$ cat config.mk
export PLATFORM = sky130hd
export DESIGN_NAME = asrtp_ctrl
export DESIGN_NICKNAME = d
export VERILOG_FILES = /design/src/hw/asrtp_pkg.sv /design/src/hw/asrtp_timer.sv /design/src/hw/asrtp_sync.sv /design/src/hw/asrtp_ctrl.sv
export SDC_FILE = /design/constraint.sdc
export NUM_CORES = 1
export LEC_CHECK = 0
export BUFFER_PORTS_ARGS = -buffer_cell sky130_fd_sc_hd__buf_2
export CORE_MARGIN = 10
export CORE_UTILIZATION = 40
export CTS_CLUSTER_SIZE = 25
export DETAILED_ROUTE_END_ITERATION = 6
export SETUP_SLACK_MARGIN = 0.02
export SYNTH_ARGS = -nofsm -noshare
export SYNTH_HDL_FRONTEND = slang
export SYNTH_HIERARCHICAL = 1
export SYNTH_SLANG_ARGS = --single-unit
$ cat constraint.sdc
create_clock -name clk_sys -period 2.2 [get_ports clk_sys]
set_clock_uncertainty 0.15 [all_clocks]
set_input_delay 0.11 -clock clk_sys [delete_from_list [all_inputs] [get_ports clk_sys]]
set_output_delay 0.11 -clock clk_sys [all_outputs]
set_load 0.02 [all_outputs]
$ cat src/hw/asrtp_pkg.sv
// Purpose: constants for the asynchronous static memory port controller
// Assumes: system clock of 100 MHz, one cycle is 10 ns
// Notes:   times in ns, cycle counts derived from them
package asrtp_pkg;
  // ---------------------------------------------------------------
  // geometry
  // ---------------------------------------------------------------
  localparam int ADDR_W = 20;
  localparam int DATA_W = 4;
  // ---------------------------------------------------------------
  // timing
  // ---------------------------------------------------------------
  localparam int CLK_PERIOD_NS = 10;
  localparam int RD_ACCESS_NS  = 12;  // read cycle, also access time
  localparam int OE_ACCESS_NS  = 6;   // output enable to valid
  localparam int RELEASE_NS    = 6;   // any release to high impedance
  localparam int ADDR_END_NS   = 8;   // address valid to write end
  localparam int SEL_END_NS    = 8;   // select to write end
  localparam int PULSE_NS      = 8;   // write pulse
  localparam int WR_CYCLE_NS   = 12;  // write cycle
  localparam int DATA_SETUP_NS = 6;   // data before write end
  localparam int WR_OFF_NS     = 3;   // write off to output low-z
  // least times round up, at least one cycle
  function automatic int min_cycles(input int t_ns);
    int c;
    c = (t_ns + CLK_PERIOD_NS - 1) / CLK_PERIOD_NS;
    return (c < 1) ? 1 : c;
  endfunction
  localparam int RD_CYC       = min_cycles(RD_ACCESS_NS) + 1;  // one extra for sample margin
  localparam int HZ_CYC       = min_cycles(RELEASE_NS);
  localparam int PULSE_CYC    = (min_cycles(PULSE_NS) > min_cycles(DATA_SETUP_NS)) ?
                                min_cycles(PULSE_NS) : min_cycles(DATA_SETUP_NS);
  localparam int WR_CYCLE_CYC = min_cycles(WR_CYCLE_NS);
  localparam int RECOVER_CYC  = min_cycles(WR_OFF_NS);
  localparam int CNT_W   = 4;
  // ---------------------------------------------------------------
  // reset values of the pins
  // ---------------------------------------------------------------
  localparam logic STROBE_IDLE = 1'h1;
endpackage

$ cat src/hw/asrtp_timer.sv
// Purpose: down counter that times each pin phase
// Assumes: load and count on the same clock enable
// Notes:   done is high while the count is zero
`timescale 1ns/1ps
module asrtp_timer #(
  parameter int CNT_W = 4
) (
  // clock and reset
  input  wire logic             clk_sys,
  input  wire logic             rst,
  input  wire logic             clk_en,
  // control
  input  wire logic             load,
  input  wire logic [CNT_W-1:0] load_val,
  // status
  output logic                  done
);
  logic [CNT_W-1:0] cnt_r;
  logic [CNT_W-1:0] cnt_nxt;

  // next count: load wins, else count down to zero
  assign cnt_nxt = load ? load_val :
                   (cnt_r != {CNT_W{1'b0}}) ? cnt_r - {{(CNT_W-1){1'b0}}, 1'b1} : cnt_r;
  assign done    = (cnt_r == {CNT_W{1'b0}});

  // counter register
  always_ff @(posedge clk_sys or posedge rst) begin
    if (rst) begin
      cnt_r <= {CNT_W{1'b0}};
    end else if (clk_en) begin
      cnt_r <= cnt_nxt;
    end
  end
endmodule

$ cat src/hw/asrtp_sync.sv
// Purpose: two flip-flop synchroniser for the data pins read back
// Assumes: data pins change outside the clock domain
// Notes:   first stage is read only by the second
`timescale 1ns/1ps
module asrtp_sync #(
  parameter int W = 4
) (
  // clock and reset
  input  wire logic         clk_sys,
  input  wire logic         rst,
  input  wire logic         clk_en,
  // data
  input  wire logic [W-1:0] d_in,
  output logic      [W-1:0] d_out
);
  logic [W-1:0] meta_r;
  logic [W-1:0] sync_r;

  assign d_out = sync_r;

  // two stage capture
  always_ff @(posedge clk_sys or posedge rst) begin
    if (rst) begin
      meta_r <= {W{1'b0}};
      sync_r <= {W{1'b0}};
    end else if (clk_en) begin
      meta_r <= d_in;
      sync_r <= meta_r;
    end
  end
endmodule

$ cat src/hw/asrtp_ctrl.sv
// Purpose: controller driving an asynchronous 1M x 4 static memory
// Assumes: one request at a time; memory obeys its access times
// Notes:   writes are write-enable controlled, output enable stays high
// Functional notes
// - keep a strobe high whenever the address changes
// - address valid no later than select falling
// - never drive the data pins while select and output enable are low
// - read data valid within 12 ns; read cycles last at least 12 ns
// - address valid 8 ns before write end, write cycle 12 ns
// - select low at least 8 ns before write end
// - write pulse lasts at least 8 ns
// - address set up 0 ns before the later strobe falls
// - address held 0 ns after the earlier strobe rises
// - write data valid at least 6 ns before write end
// - write data held until write end, 0 ns after
`timescale 1ns/1ps
module asrtp_ctrl #(
  parameter int ADDR_W = asrtp_pkg::ADDR_W,
  parameter int DATA_W = asrtp_pkg::DATA_W
) (
  // clock and reset
  input  wire logic              clk_sys,
  input  wire logic              rst,
  input  wire logic              clk_en,
  // user request
  input  wire logic              req_valid,
  output logic                   req_ready,
  input  wire logic              req_write,
  input  wire logic [ADDR_W-1:0] req_addr,
  input  wire logic [DATA_W-1:0] req_wdata,
  // user answer
  output logic                   rsp_valid,
  output logic      [DATA_W-1:0] rsp_rdata,
  // memory pins
  output logic                   mem_cs_n,
  output logic                   mem_oe_n,
  output logic                   mem_we_n,
  output logic      [ADDR_W-1:0] word_address,
  output logic      [DATA_W-1:0] data_pins_o,
  output logic                   data_pins_oe,
  input  wire logic [DATA_W-1:0] data_pins_i
);
  localparam int CNT_W = asrtp_pkg::CNT_W;

  // ---------------------------------------------------------------
  // state and registers
  // ---------------------------------------------------------------
  typedef enum logic [2:0] {
    ST_IDLE,
    ST_RD_ACC,
    ST_RD_SYNC,
    ST_RD_OFF,
    ST_WR_SETUP,
    ST_WR_PULSE,
    ST_WR_END
  } asrtp_state_type;

  asrtp_state_type   state_r;
  asrtp_state_type   state_nxt;
  logic [ADDR_W-1:0] addr_r;
  logic [DATA_W-1:0] wdata_r;
  logic [DATA_W-1:0] rdata_r;
  logic              rsp_valid_r;
  logic              cs_n_r;
  logic              oe_n_r;
  logic              we_n_r;
  logic              drv_r;
  logic              cs_n_nxt;
  logic              oe_n_nxt;
  logic              we_n_nxt;
  logic              drv_nxt;
  logic              tmr_load;
  logic [CNT_W-1:0]  tmr_val;
  logic              tmr_done;
  logic [DATA_W-1:0] rd_sync;
  logic [CNT_W-1:0]  sync_cnt_r;
  logic              take;
  logic              rd_done;

  // ---------------------------------------------------------------
  // helpers
  // ---------------------------------------------------------------
  function automatic logic [CNT_W-1:0] cyc(input int n);
    return CNT_W'(n - 1);
  endfunction

  asrtp_timer #(
    .CNT_W (CNT_W)
  ) u_timer (
    .clk_sys  (clk_sys),
    .rst      (rst),
    .clk_en   (clk_en),
    .load     (tmr_load),
    .load_val (tmr_val),
    .done     (tmr_done)
  );

  asrtp_sync #(
    .W (DATA_W)
  ) u_sync (
    .clk_sys (clk_sys),
    .rst     (rst),
    .clk_en  (clk_en),
    .d_in    (data_pins_i),
    .d_out   (rd_sync)
  );

  // ---------------------------------------------------------------
  // decoding
  // ---------------------------------------------------------------
  // request accepted only when idle
  assign req_ready = (state_r == ST_IDLE);
  assign take      = req_valid && req_ready;
  // synchroniser delay covered once two more cycles have passed
  assign rd_done   = (sync_cnt_r == CNT_W'(2));

  // outputs from flip-flops
  assign mem_cs_n     = cs_n_r;
  assign mem_oe_n     = oe_n_r;
  assign mem_we_n     = we_n_r;
  assign word_address = addr_r;
  assign data_pins_o  = wdata_r;
  assign data_pins_oe = drv_r;
  assign rsp_valid    = rsp_valid_r;
  assign rsp_rdata    = rdata_r;

  // ---------------------------------------------------------------
  // sequencer
  // ---------------------------------------------------------------
  // next state and pin levels
  always_comb begin
    state_nxt = state_r;
    cs_n_nxt  = cs_n_r;
    oe_n_nxt  = oe_n_r;
    we_n_nxt  = we_n_r;
    drv_nxt   = drv_r;
    tmr_load  = 1'b0;
    tmr_val   = {CNT_W{1'b0}};
    case (state_r)
      ST_IDLE: begin
        cs_n_nxt = asrtp_pkg::STROBE_IDLE;
        if (take && !req_write) begin
          cs_n_nxt  = 1'b0;
          oe_n_nxt  = 1'b0;
          tmr_load  = 1'b1;
          tmr_val   = cyc(asrtp_pkg::RD_CYC);
          state_nxt = ST_RD_ACC;
        end else if (take) begin
          tmr_load  = 1'b1;
          tmr_val   = cyc(1);
          state_nxt = ST_WR_SETUP;
        end
      end
      ST_RD_ACC: begin
        if (tmr_done) begin
          state_nxt = ST_RD_SYNC;
        end
      end
      ST_RD_SYNC: begin
        if (rd_done) begin
          cs_n_nxt  = 1'b1;
          oe_n_nxt  = 1'b1;
          tmr_load  = 1'b1;
          tmr_val   = cyc(asrtp_pkg::HZ_CYC);
          state_nxt = ST_RD_OFF;
        end
      end
      ST_RD_OFF: begin
        if (tmr_done) begin
          state_nxt = ST_IDLE;
        end
      end
      ST_WR_SETUP: begin
        if (tmr_done) begin
          cs_n_nxt  = 1'b0;
          we_n_nxt  = 1'b0;
          oe_n_nxt  = 1'b1;
          tmr_load  = 1'b1;
          tmr_val   = cyc(asrtp_pkg::HZ_CYC);
          state_nxt = ST_WR_PULSE;
        end
      end
      ST_WR_PULSE: begin
        drv_nxt = 1'b1;
        if (tmr_done && drv_r) begin
          tmr_load  = 1'b1;
          tmr_val   = cyc(asrtp_pkg::PULSE_CYC);
          state_nxt = ST_WR_END;
        end
      end
      ST_WR_END: begin
        if (tmr_done) begin
          cs_n_nxt  = 1'b1;
          we_n_nxt  = 1'b1;
          tmr_load  = 1'b1;
          tmr_val   = cyc(asrtp_pkg::RECOVER_CYC);
          state_nxt = ST_RD_OFF;
        end
      end
      default: begin
        state_nxt = ST_IDLE;
      end
    endcase
  end

  // ---------------------------------------------------------------
  // registers
  // ---------------------------------------------------------------
  // state and strobes
  always_ff @(posedge clk_sys or posedge rst) begin
    if (rst) begin
      state_r <= ST_IDLE;
      cs_n_r  <= 1'b1;
      oe_n_r  <= 1'b1;
      we_n_r  <= 1'b1;
    end else if (clk_en) begin
      state_r <= state_nxt;
      cs_n_r  <= cs_n_nxt;
      oe_n_r  <= oe_n_nxt;
      we_n_r  <= we_n_nxt;
    end
  end

  // data driver: off as soon as the write ends
  always_ff @(posedge clk_sys or posedge rst) begin
    if (rst) begin
      drv_r <= 1'b0;
    end else if (clk_en) begin
      drv_r <= drv_nxt && (state_nxt == ST_WR_PULSE || state_nxt == ST_WR_END);
    end
  end

  // address and write data latched on acceptance
  always_ff @(posedge clk_sys or posedge rst) begin
    if (rst) begin
      addr_r  <= {ADDR_W{1'b0}};
      wdata_r <= {DATA_W{1'b0}};
    end else if (clk_en && take) begin
      addr_r  <= req_addr;
      wdata_r <= req_wdata;
    end
  end

  // synchroniser latency counter
  always_ff @(posedge clk_sys or posedge rst) begin
    if (rst) begin
      sync_cnt_r <= {CNT_W{1'b0}};
    end else if (clk_en) begin
      sync_cnt_r <= (state_r == ST_RD_SYNC) ? sync_cnt_r + CNT_W'(1) : {CNT_W{1'b0}};
    end
  end

  // read answer
  always_ff @(posedge clk_sys or posedge rst) begin
    if (rst) begin
      rsp_valid_r <= 1'b0;
      rdata_r     <= {DATA_W{1'b0}};
    end else if (clk_en) begin
      rsp_valid_r <= (state_r == ST_RD_SYNC) && rd_done;
      if ((state_r == ST_RD_SYNC) && rd_done) begin
        rdata_r <= rd_sync;
      end
    end
  end
endmodule

# == Word level (Yosys, flattened, before mapping) ==
# Cells that the tools add are included.
# word_totals
reg_bits,52
in_bits,33
out_inout_bits,34
word_cells,78
# op_classes
addsub,2
n_eq_ne,13
n_mux,29
reduce_logical,21
# ops
op,count
2-to-1 mux 3 bit,8
one-hot mux 3 bit (7 select lines),1
== test 3 bit (second input constant),5
2-to-1 mux 4 bit,3
2-to-1 mux 1 bit,11
AND reduction 5 bit,2
one-hot mux 1 bit (4 select lines),2
nonzero test 4 bit,2
== test 3 x 2 -> 1 bit (second input constant),2
logical AND 1 bit,6
!= test 2 bit (second input constant),3
adder 4 x 1 -> 4 bit (second input constant),1
== test 4 x 2 -> 1 bit (second input constant),1
logical NOT 4 bit,1
2-to-1 mux 2 bit,2
AND reduction 2 bit,2
AND reduction 4 bit,1
nonzero test 2 bit,2
subtractor 4 x 1 -> 4 bit (second input constant),1
== test 3 x 1 -> 1 bit (second input constant),1
logical NOT 3 bit,1
one-hot mux 1 bit (3 select lines),1
nonzero test 3 bit,1
!= test 2 x 1 -> 1 bit (second input constant),1
4 further kinds,4

# == Logic depth before layout (Yosys ltp) ==
# Gate-level depths: netlist of run 1.
# logic_depth
ltp_word,8
ltp_mapped,11
ltp_nobuf,10

# == By module ==
# Netlist of run 1, hierarchy kept.
# modules_own_cells
mod,n_inst,cells_each,area_per_inst_um2,seq_area_each_um2
asrtp_ctrl,1,138,1740.4,1004.7
asrtp_sync,1,18,335.3,200.2
asrtp_timer,1,30,290.3,100.1

# == Worst setup path after synthesis of run 1 ==
# No wires, ideal clock.
# synth_timing
path_type,register to register
start,register u_timer.cnt_r[0]
end,register u_timer.cnt_r[0]
setup_ps,129
arrival_ps,1743
required_ps,1921
setup_slack_ps,178
stages_incl_launch_ff,11
n_path_buf,0
synth_period_minus_slack_ps,2022
cell_sequence,dfrtp_1 -> inv_1 -> ha_1 -> nand2b_4 -> nor2_1 -> nand2_1 -> o22ai_1 -> a21o_1 -> or2b_1 -> o311ai_1 -> a2bb2oi_2
# synth_via
elab_chain_cells,6
elab_cells_between_ends,11
cone_classes,1 x add/sub; 5 x mux; 5 x reduce/logical
# synth_rtl
element,line,rtl
start: declaration,asrtp_timer.sv:18,logic [CNT_W-1:0] cnt_r;
start signal: assignment,asrtp_timer.sv:29,cnt_r <= {CNT_W{1'b0}};
start signal: assignment,asrtp_timer.sv:31,cnt_r <= cnt_nxt;
logical NOT 4 bit (*),asrtp_timer.sv:24,assign done = (cnt_r == {CNT_W{1'b0}});
named net tmr_done,asrtp_ctrl.sv:74,logic tmr_done;
logical AND 1 bit,asrtp_ctrl.sv:185,if (tmr_done && drv_r) begin
2-to-1 mux 1 bit,asrtp_ctrl.sv:185,
one-hot mux 1 bit (4 select lines) (*),asrtp_ctrl.sv:139,case (state_r)
named net tmr_load,asrtp_ctrl.sv:72,logic tmr_load;
nonzero test 2 bit (no line),n/a,
AND reduction 2 bit (no line),n/a,
# The timed path passes the listed nets; every way through them passes the cells marked *. The select of a mux whose other input is x is not followed.
# A chain may end at the register's enable or synchronous reset.

# == Worst setup path after layout of run 1 ==
# layout_timing
start,register sync_cnt_r[0]
end,register u_timer.cnt_r[0]
# layout_via
elab_chain_cells,5
elab_cells_between_ends,6
cone_classes,1 x eq/ne; 3 x mux; 2 x reduce/logical
# layout_rtl
element,line,rtl
start: declaration,asrtp_ctrl.sv:76,logic [CNT_W-1:0] sync_cnt_r;
start signal: assignment,asrtp_ctrl.sv:247,sync_cnt_r <= {CNT_W{1'b0}};
start signal: assignment,asrtp_ctrl.sv:249,sync_cnt_r <= (state_r == ST_RD_SYNC) ? sync_cnt_r + CNT_W'(1) : {CNT_W{1'b0}};
== test 4 x 2 -> 1 bit (*),asrtp_ctrl.sv:115,assign rd_done = (sync_cnt_r == CNT_W'(2));
2-to-1 mux 1 bit (*),asrtp_ctrl.sv:160,if (rd_done) begin
one-hot mux 1 bit (4 select lines) (*),asrtp_ctrl.sv:139,
named net tmr_load,asrtp_ctrl.sv:72,
nonzero test 2 bit (no line),n/a,
AND reduction 2 bit (no line),n/a,
# The timed path passes the listed nets; every way through them passes the cells marked *.

==> metrics.csv, run 1 <==
metric,value,unit
row_count,27,
cts_tree,built,
synth_cell_types,44,
synth-seq-area-share,0.5516,
grt_max_degree,41,
netlist_instances,186,
start_kind,register,
netlist_area,2366,sq um
cts_root_buf,clkbuf_8,
numClockSinks,52,
wl,5632,um
clock_latency,0.30,ns
stdcell_count,375,
synthFlopType,dfrtp_1,
cts_max_level,2,
synth_area_per_cell,12.72,sq um
rsz0062_at_grt,yes,
final_antenna_net_count,0,
cp-end-kind,register,
portBuffers,66,
wl_per_cell,15.02,um
required,2.24,ns
crit_chain,inv_2 -> ha_2 -> or3b_4 -> o22ai_4 -> a21o_1 -> buf_6 -> o31ai_4 -> buf_4 -> a2bb2oi_2,
period_needed,2.150,ns
setup_viol_count_final,0,
antenna_cells,0,
setup.worst_path.start,sync_cnt_r[0],
die_area,9392,sq um
place_inst,331,
crit_family,compound AO/OA/AOI/OAI gates,
cts_buffer_depth,2,
fillers,472,
max_stage_delay,0.40,ns
grt_usage,0.1195,
globalRoute.totalOverflow,0,
fp.dieW,96.91,um
dpl-instance-area,2846,sq um
r2r-start,sync_cnt_r[0],
clk_pin_slew_worst_paths,0.09,ns
die_height,96.91,um
drive_gt1_frac,0.4653,
finalCritPeriodShare,0.9771,
path_buf_inv,3,
vias_per_cell,4.869,
antenna_found_initial,0,
cpMaxStageDelayCell,dfrtp_1,
drc,0,
drv_cap,0,
async_flop_share,1.000,
ir_drop,680.7,uV
gp_congestion,0.8202,
worstSetupPathType,reg -> reg,
finalInstanceArea,3322,sq um
synth-edff-count,0,
dp_hpwl,4065,um
ioPinCount,67,
finalPower,3.812,mW
vias,1826,
core-area,5608,sq um
hold_path_class,in -> reg,
cts_buffers,5,
grt_pass1_wl,9646,um
tightest_slew,0.4874,ns
drt_iter0_markers,56,
finalSetupTns,0,ns
fin_util,0.5924,
min_from,req_write,
max_freq,465.2,MHz
status,"finished, final reports clean",
grt_pass1_vias,1919,
power_density,1148,nW/um^2
yosysWarnings,6,
syn2layout_area_growth,40.40,%
cp_max_fo,6,
drv_slew,0,
fin_nets,339,
firstDrtPassIters,4,
ys_seq_elements,52,
initial_utilization,0.4219,
hold_viol,0,
relSlewSlack,0.6721,
p_leak,1.653,nW
critical_path_arrival,2.19,ns
power by group:
part / leakage, nW / internal, mW / switching, mW
Combinational: 0.968 / 0.818 / 0.982
Clock: 0.0400 / 0.216 / 0.293
Sequential: 0.646 / 1.31 / 0.190
registers in the layout (all words and copies together), names as in the netlist:
signal	flops
word_address	20
data_pins_o	4
rsp_rdata	4
sync_cnt_r	4
u_sync/d_out	4
u_sync/meta_r	4
u_timer/cnt_r	4
state_r	3
data_pins_oe	1
mem_cs_n	1
mem_oe_n	1
mem_we_n	1
rsp_valid	1
cell usage after synthesis (2+ instances only):
cell	number	share of area
nand2b_1	3	0.0079
buf_2	4	0.0085
a21oi_1	4	0.0085
a311oi_1	2	0.0074
mux2_2	19	0.090
clkbuf_1	2	0.0032
dfrtp_1	49	0.52
mux2_1	5	0.024
inv_1	10	0.016
ha_1	3	0.016
buf_6	3	0.014
o31ai_1	3	0.0095
o21ai_0	14	0.030
nor3_1	3	0.0063
a21o_1	2	0.0063
dfstp_2	3	0.033
nand3_1	4	0.0085
nor2_1	7	0.011
mux2_4	12	0.076
nand2_1	10	0.016
path summary, 6_finish.rpt:
path                                    end  slack (ns)  depth (start not counted)
max                        u_timer/cnt_r[0]        0.05                          9
min                        u_timer/cnt_r[1]        0.05                          4
max reg2reg                u_timer/cnt_r[0]        0.05                          9
min reg2reg                        mem_we_n        0.35                          2
max in group asynchronous          mem_cs_n        1.36                          4
min in group asynchronous  u_timer/cnt_r[3]        0.11                          3
logic make-up after synthesis:
family / after synthesis / share of synthesized area
buf+inv: 20 / 0.04336
fa+ha+maj: 3 / 0.01587
flops: 52 / 0.5516
compound gates: 38 / 0.1148
simple gates: 35 / 0.07827
mux: 37 / 0.1946
other cells: 1 / 0.001585
placed cells by master (no fill, tap or decap), types with 3 or more instances in the layout:
master and n:
conb_1 4, buf_4 18, clkbuf_8 5, a21oi_1 3, dfrtp_1 49, mux2_2 19, buf_2 66, nand2_1 9
o31ai_1 3, dlygate4sd3_1 30, mux2_1 5, nand3_1 4, dfstp_2 3, nand2b_1 3, nor2_1 6, inv_1 9
mux2_4 12, nor3_1 3, o21ai_0 13
layer usage:
layer	up-vias	part of all wire	GRT usage
met5	-	0	0
met4	0	0.0041	0.02480
met3	2	0.075	0.04045
met2	64	0.46	0.1825
met1	870	0.46	0.1597
li1	890	-	-
cell type report:
type	count	area (sq um)	share of cell area
sequential	52	1305	0.3928
multi-input combinational	117	1007	0.3032
timing repair buffer	116	797.0	0.2399
tap	72	90.09	0.02712
clock buffer	5	68.82	0.02072
inverter	11	41.29	0.01243
clock inverter	2	12.51	0.003766
stage by stage:
stage	hold slack (ns)	setup slack [ns]
after floorplan	-0.2739	0.1782
after global placement	-0.1201	0.02249
after detailed placement	-0.1175	0.02918
after CTS	0.06690	0.03502
after global routing	0.1142	-0.03288
final	0.05377	0.05042
tightest hold or removal path: cells and delay by family:
kind	cells	cell delay [ns]
AOI/OAI and AO/OA	1	0.12
muxes	1	0.07
and+or+nand+nor	1	0.07
buffers and inverters	1	0.10
repair_timing:
| action | CTS | global route |
|---|---|---|
| hold buffers | 30 | 0 |
| pin swaps | 1 | 4 |
| setup endpoints to repair | 2 | 10 |
| resized for setup | 0 | 12 |
| hold endpoints to repair | 81 | 0 |
| setup buffers | 1 | 6 |
Power figures use the tool's default switching activity.
==> run 2: changes to the inputs <==
--- a/config.mk
+++ b/config.mk
@@ -5,11 +5,11 @@
 export SDC_FILE = /design/constraint.sdc
 export NUM_CORES = 1
 export LEC_CHECK = 0
-export BUFFER_PORTS_ARGS = -buffer_cell sky130_fd_sc_hd__buf_2
 export CORE_MARGIN = 10
 export CORE_UTILIZATION = 40
 export CTS_CLUSTER_SIZE = 25
 export DETAILED_ROUTE_END_ITERATION = 6
+export DONT_BUFFER_PORTS = 1
 export SETUP_SLACK_MARGIN = 0.02
 export SYNTH_ARGS = -nofsm -noshare
 export SYNTH_HDL_FRONTEND = slang
==> metrics.csv, run 2 (same netlist as run 1, synthesis figures left out) <==
metric,value,unit
status,"finished, final reports clean",
drc,0,
grt_usage,0.1102,
whs,0.02232,ns
finalInstanceArea,2944,sq um
cts_root_buf,clkbuf_8,
vias,1553,
cp_max_fo,10,
worstSetupPathType,reg -> reg,
finalCritPeriodShare,0.9839,
fin_nets,263,
antenna_cells,0,
grt_max_degree,30,
fillers,470,
antenna_found_initial,0,
r2r-start,sync_cnt_r[0],
ir_drop,594.7,uV
drv_slew,0,
hold_viol,0,
met2_usage,0.1723,
dpl-instance-area,2466,sq um
p_sw_frac,0.3803,
wl,5264,um
drv_cap,0,
fin_util,0.5250,
hold_path_class,in -> async,
dp_hpwl,3813,um
p_int,2.248,mW
combPwrFrac,0.285,
cts_max_level,2,
power_density,1232,nW/um^2
busiest_layer,met2,
setup_viol_count_final,0,
multi_input_area,991.0,sq um
initial_utilization,0.4219,
numClockSinks,52,
core-area,5608,sq um
cts_setup_buffers,0,
firstDrtPassIters,4,
period_needed,2.164,ns
largest_reg_flops,20,
cts_buffers,5,
sequentialPowerShare,0.523,
p_leak,1.344,nW
switching_power,1.380,mW
wl_per_cell,17.55,um
clock_latency,0.30,ns
grt_pass1_wl,8707,um
start_kind,register,
final_antenna_net_count,0,
required,2.25,ns
globalRoute.totalOverflow,0,
worst_r2r_path_depth,9,
cp-end-kind,register,
cts_buffer_depth,2,
use_met1,0.1277,
clk_pin_slew_worst_paths,0.10,ns
cts_tree,built,
groute.layer.met3.usage,0.05891,
critical_path_arrival,2.21,ns
grt_pass1_vias,1662,
drive_gt1_frac,0.2675,
ioPinCount,67,
final_cell_mix,"dfrtp_1, dlygate4sd3_1, mux2_2",
drt_iter0_markers,87,
max_freq,462.0,MHz
p_clk_frac,0.192,
r2r_setup_slack,0.04,ns
rsz0062_at_grt,yes,
final_common_cell,dfrtp_1,
timing.rr.end,u_timer/cnt_r[3],
fp.dieW,96.91,um
relSlewSlack,0.5558,
die_area,9392,sq um
portBuffers,0,
syn2layout_area_growth,24.43,%
seq_area,1305,sq um
die_height,96.91,um
tightest_slew,0.6655,ns
vias_per_cell,5.177,
gp_congestion,0.9431,
row_count,27,
run 2: repair_timing:
item | 4_1_cts | 5_1_grt
hold endpoints to repair | 74 | 0
endpoints found under the setup margin | 2 | 8
hold buffers | 32 | 0
pin swaps | 0 | 1
resized for setup | 1 | 4
run 2: layer usage:
| metal | part of all wire | wire length (um) | vias to the layer above |
|---|---|---|---|
| met4 | 0.013 | 71 | 0 |
| li1 | - | - | 734 |
| met2 | 0.47 | 2453 | 59 |
| met5 | 0 | 0 | - |
| met1 | 0.42 | 2190 | 753 |
| met3 | 0.10 | 548 | 7 |
run 2: area by class of cell:
class | instances | share of cell area
sequential | 52 | 0.4433
clock buffer | 7 | 0.03272
clock inverter | 1 | 0.01020
inverter | 11 | 0.01402
tap | 72 | 0.03060
timing repair buffer | 40 | 0.1326
multi-input combinational | 117 | 0.3366
run 2: worst max-delay path by stage:
stage	to	startpoint	cells past startpoint
3_3_place_gp	rsp_rdata[3]	sync_cnt_r[0]	5
4_1_cts	u_timer/cnt_r[0]	u_timer/cnt_r[0]	10
2_1_floorplan	u_timer/cnt_r[0]	u_timer/cnt_r[0]	10
6_report	u_timer/cnt_r[3]	sync_cnt_r[0]	9
5_1_grt	u_timer/cnt_r[3]	sync_cnt_r[0]	9
3_5_place_dp	u_timer/cnt_r[3]	u_timer/cnt_r[0]	11
run 2: power groups by stage:
stage | Combinational [mW] | Clock (mW) | Sequential [mW]
final | 1.03 | 0.696 | 1.90
after global routing | 1.15 | 0.757 | 1.96
after CTS | 1.02 | 0.711 | 1.90
after detailed placement | 0.955 | 0 | 1.92
after global placement | 0.904 | 0 | 1.91
after floorplan | 0.774 | 0 | 1.82
run 2: critical path, cell delays in order, from the launching register on:
cell and delay, ns:
dfrtp_1 0.40, inv_1 0.09, ha_1 0.15, or3b_4 0.40
o22ai_2 0.19, a21o_1 0.14, buf_4 0.18, nor2_1 0.06
a22oi_1 0.20, o2bb2ai_1 0.10
run 2: per-stage QoR:
| stage | setup WS (ns) | cells | power [mW] | setup TNS [ns] |
|---|---|---|---|---|
| after floorplan | 0.1782 | 189 | 2.595 | 0 |
| after global placement | 0.08619 | 260 | 2.812 | 0 |
| after detailed placement | -0.03741 | 260 | 2.875 | -0.03741 |
| after CTS | 0.03497 | 300 | 3.632 | 0 |
| after global routing | -0.06962 | 300 | 3.858 | -0.08211 |
| final | 0.03551 | 300 | 3.627 | 0 |
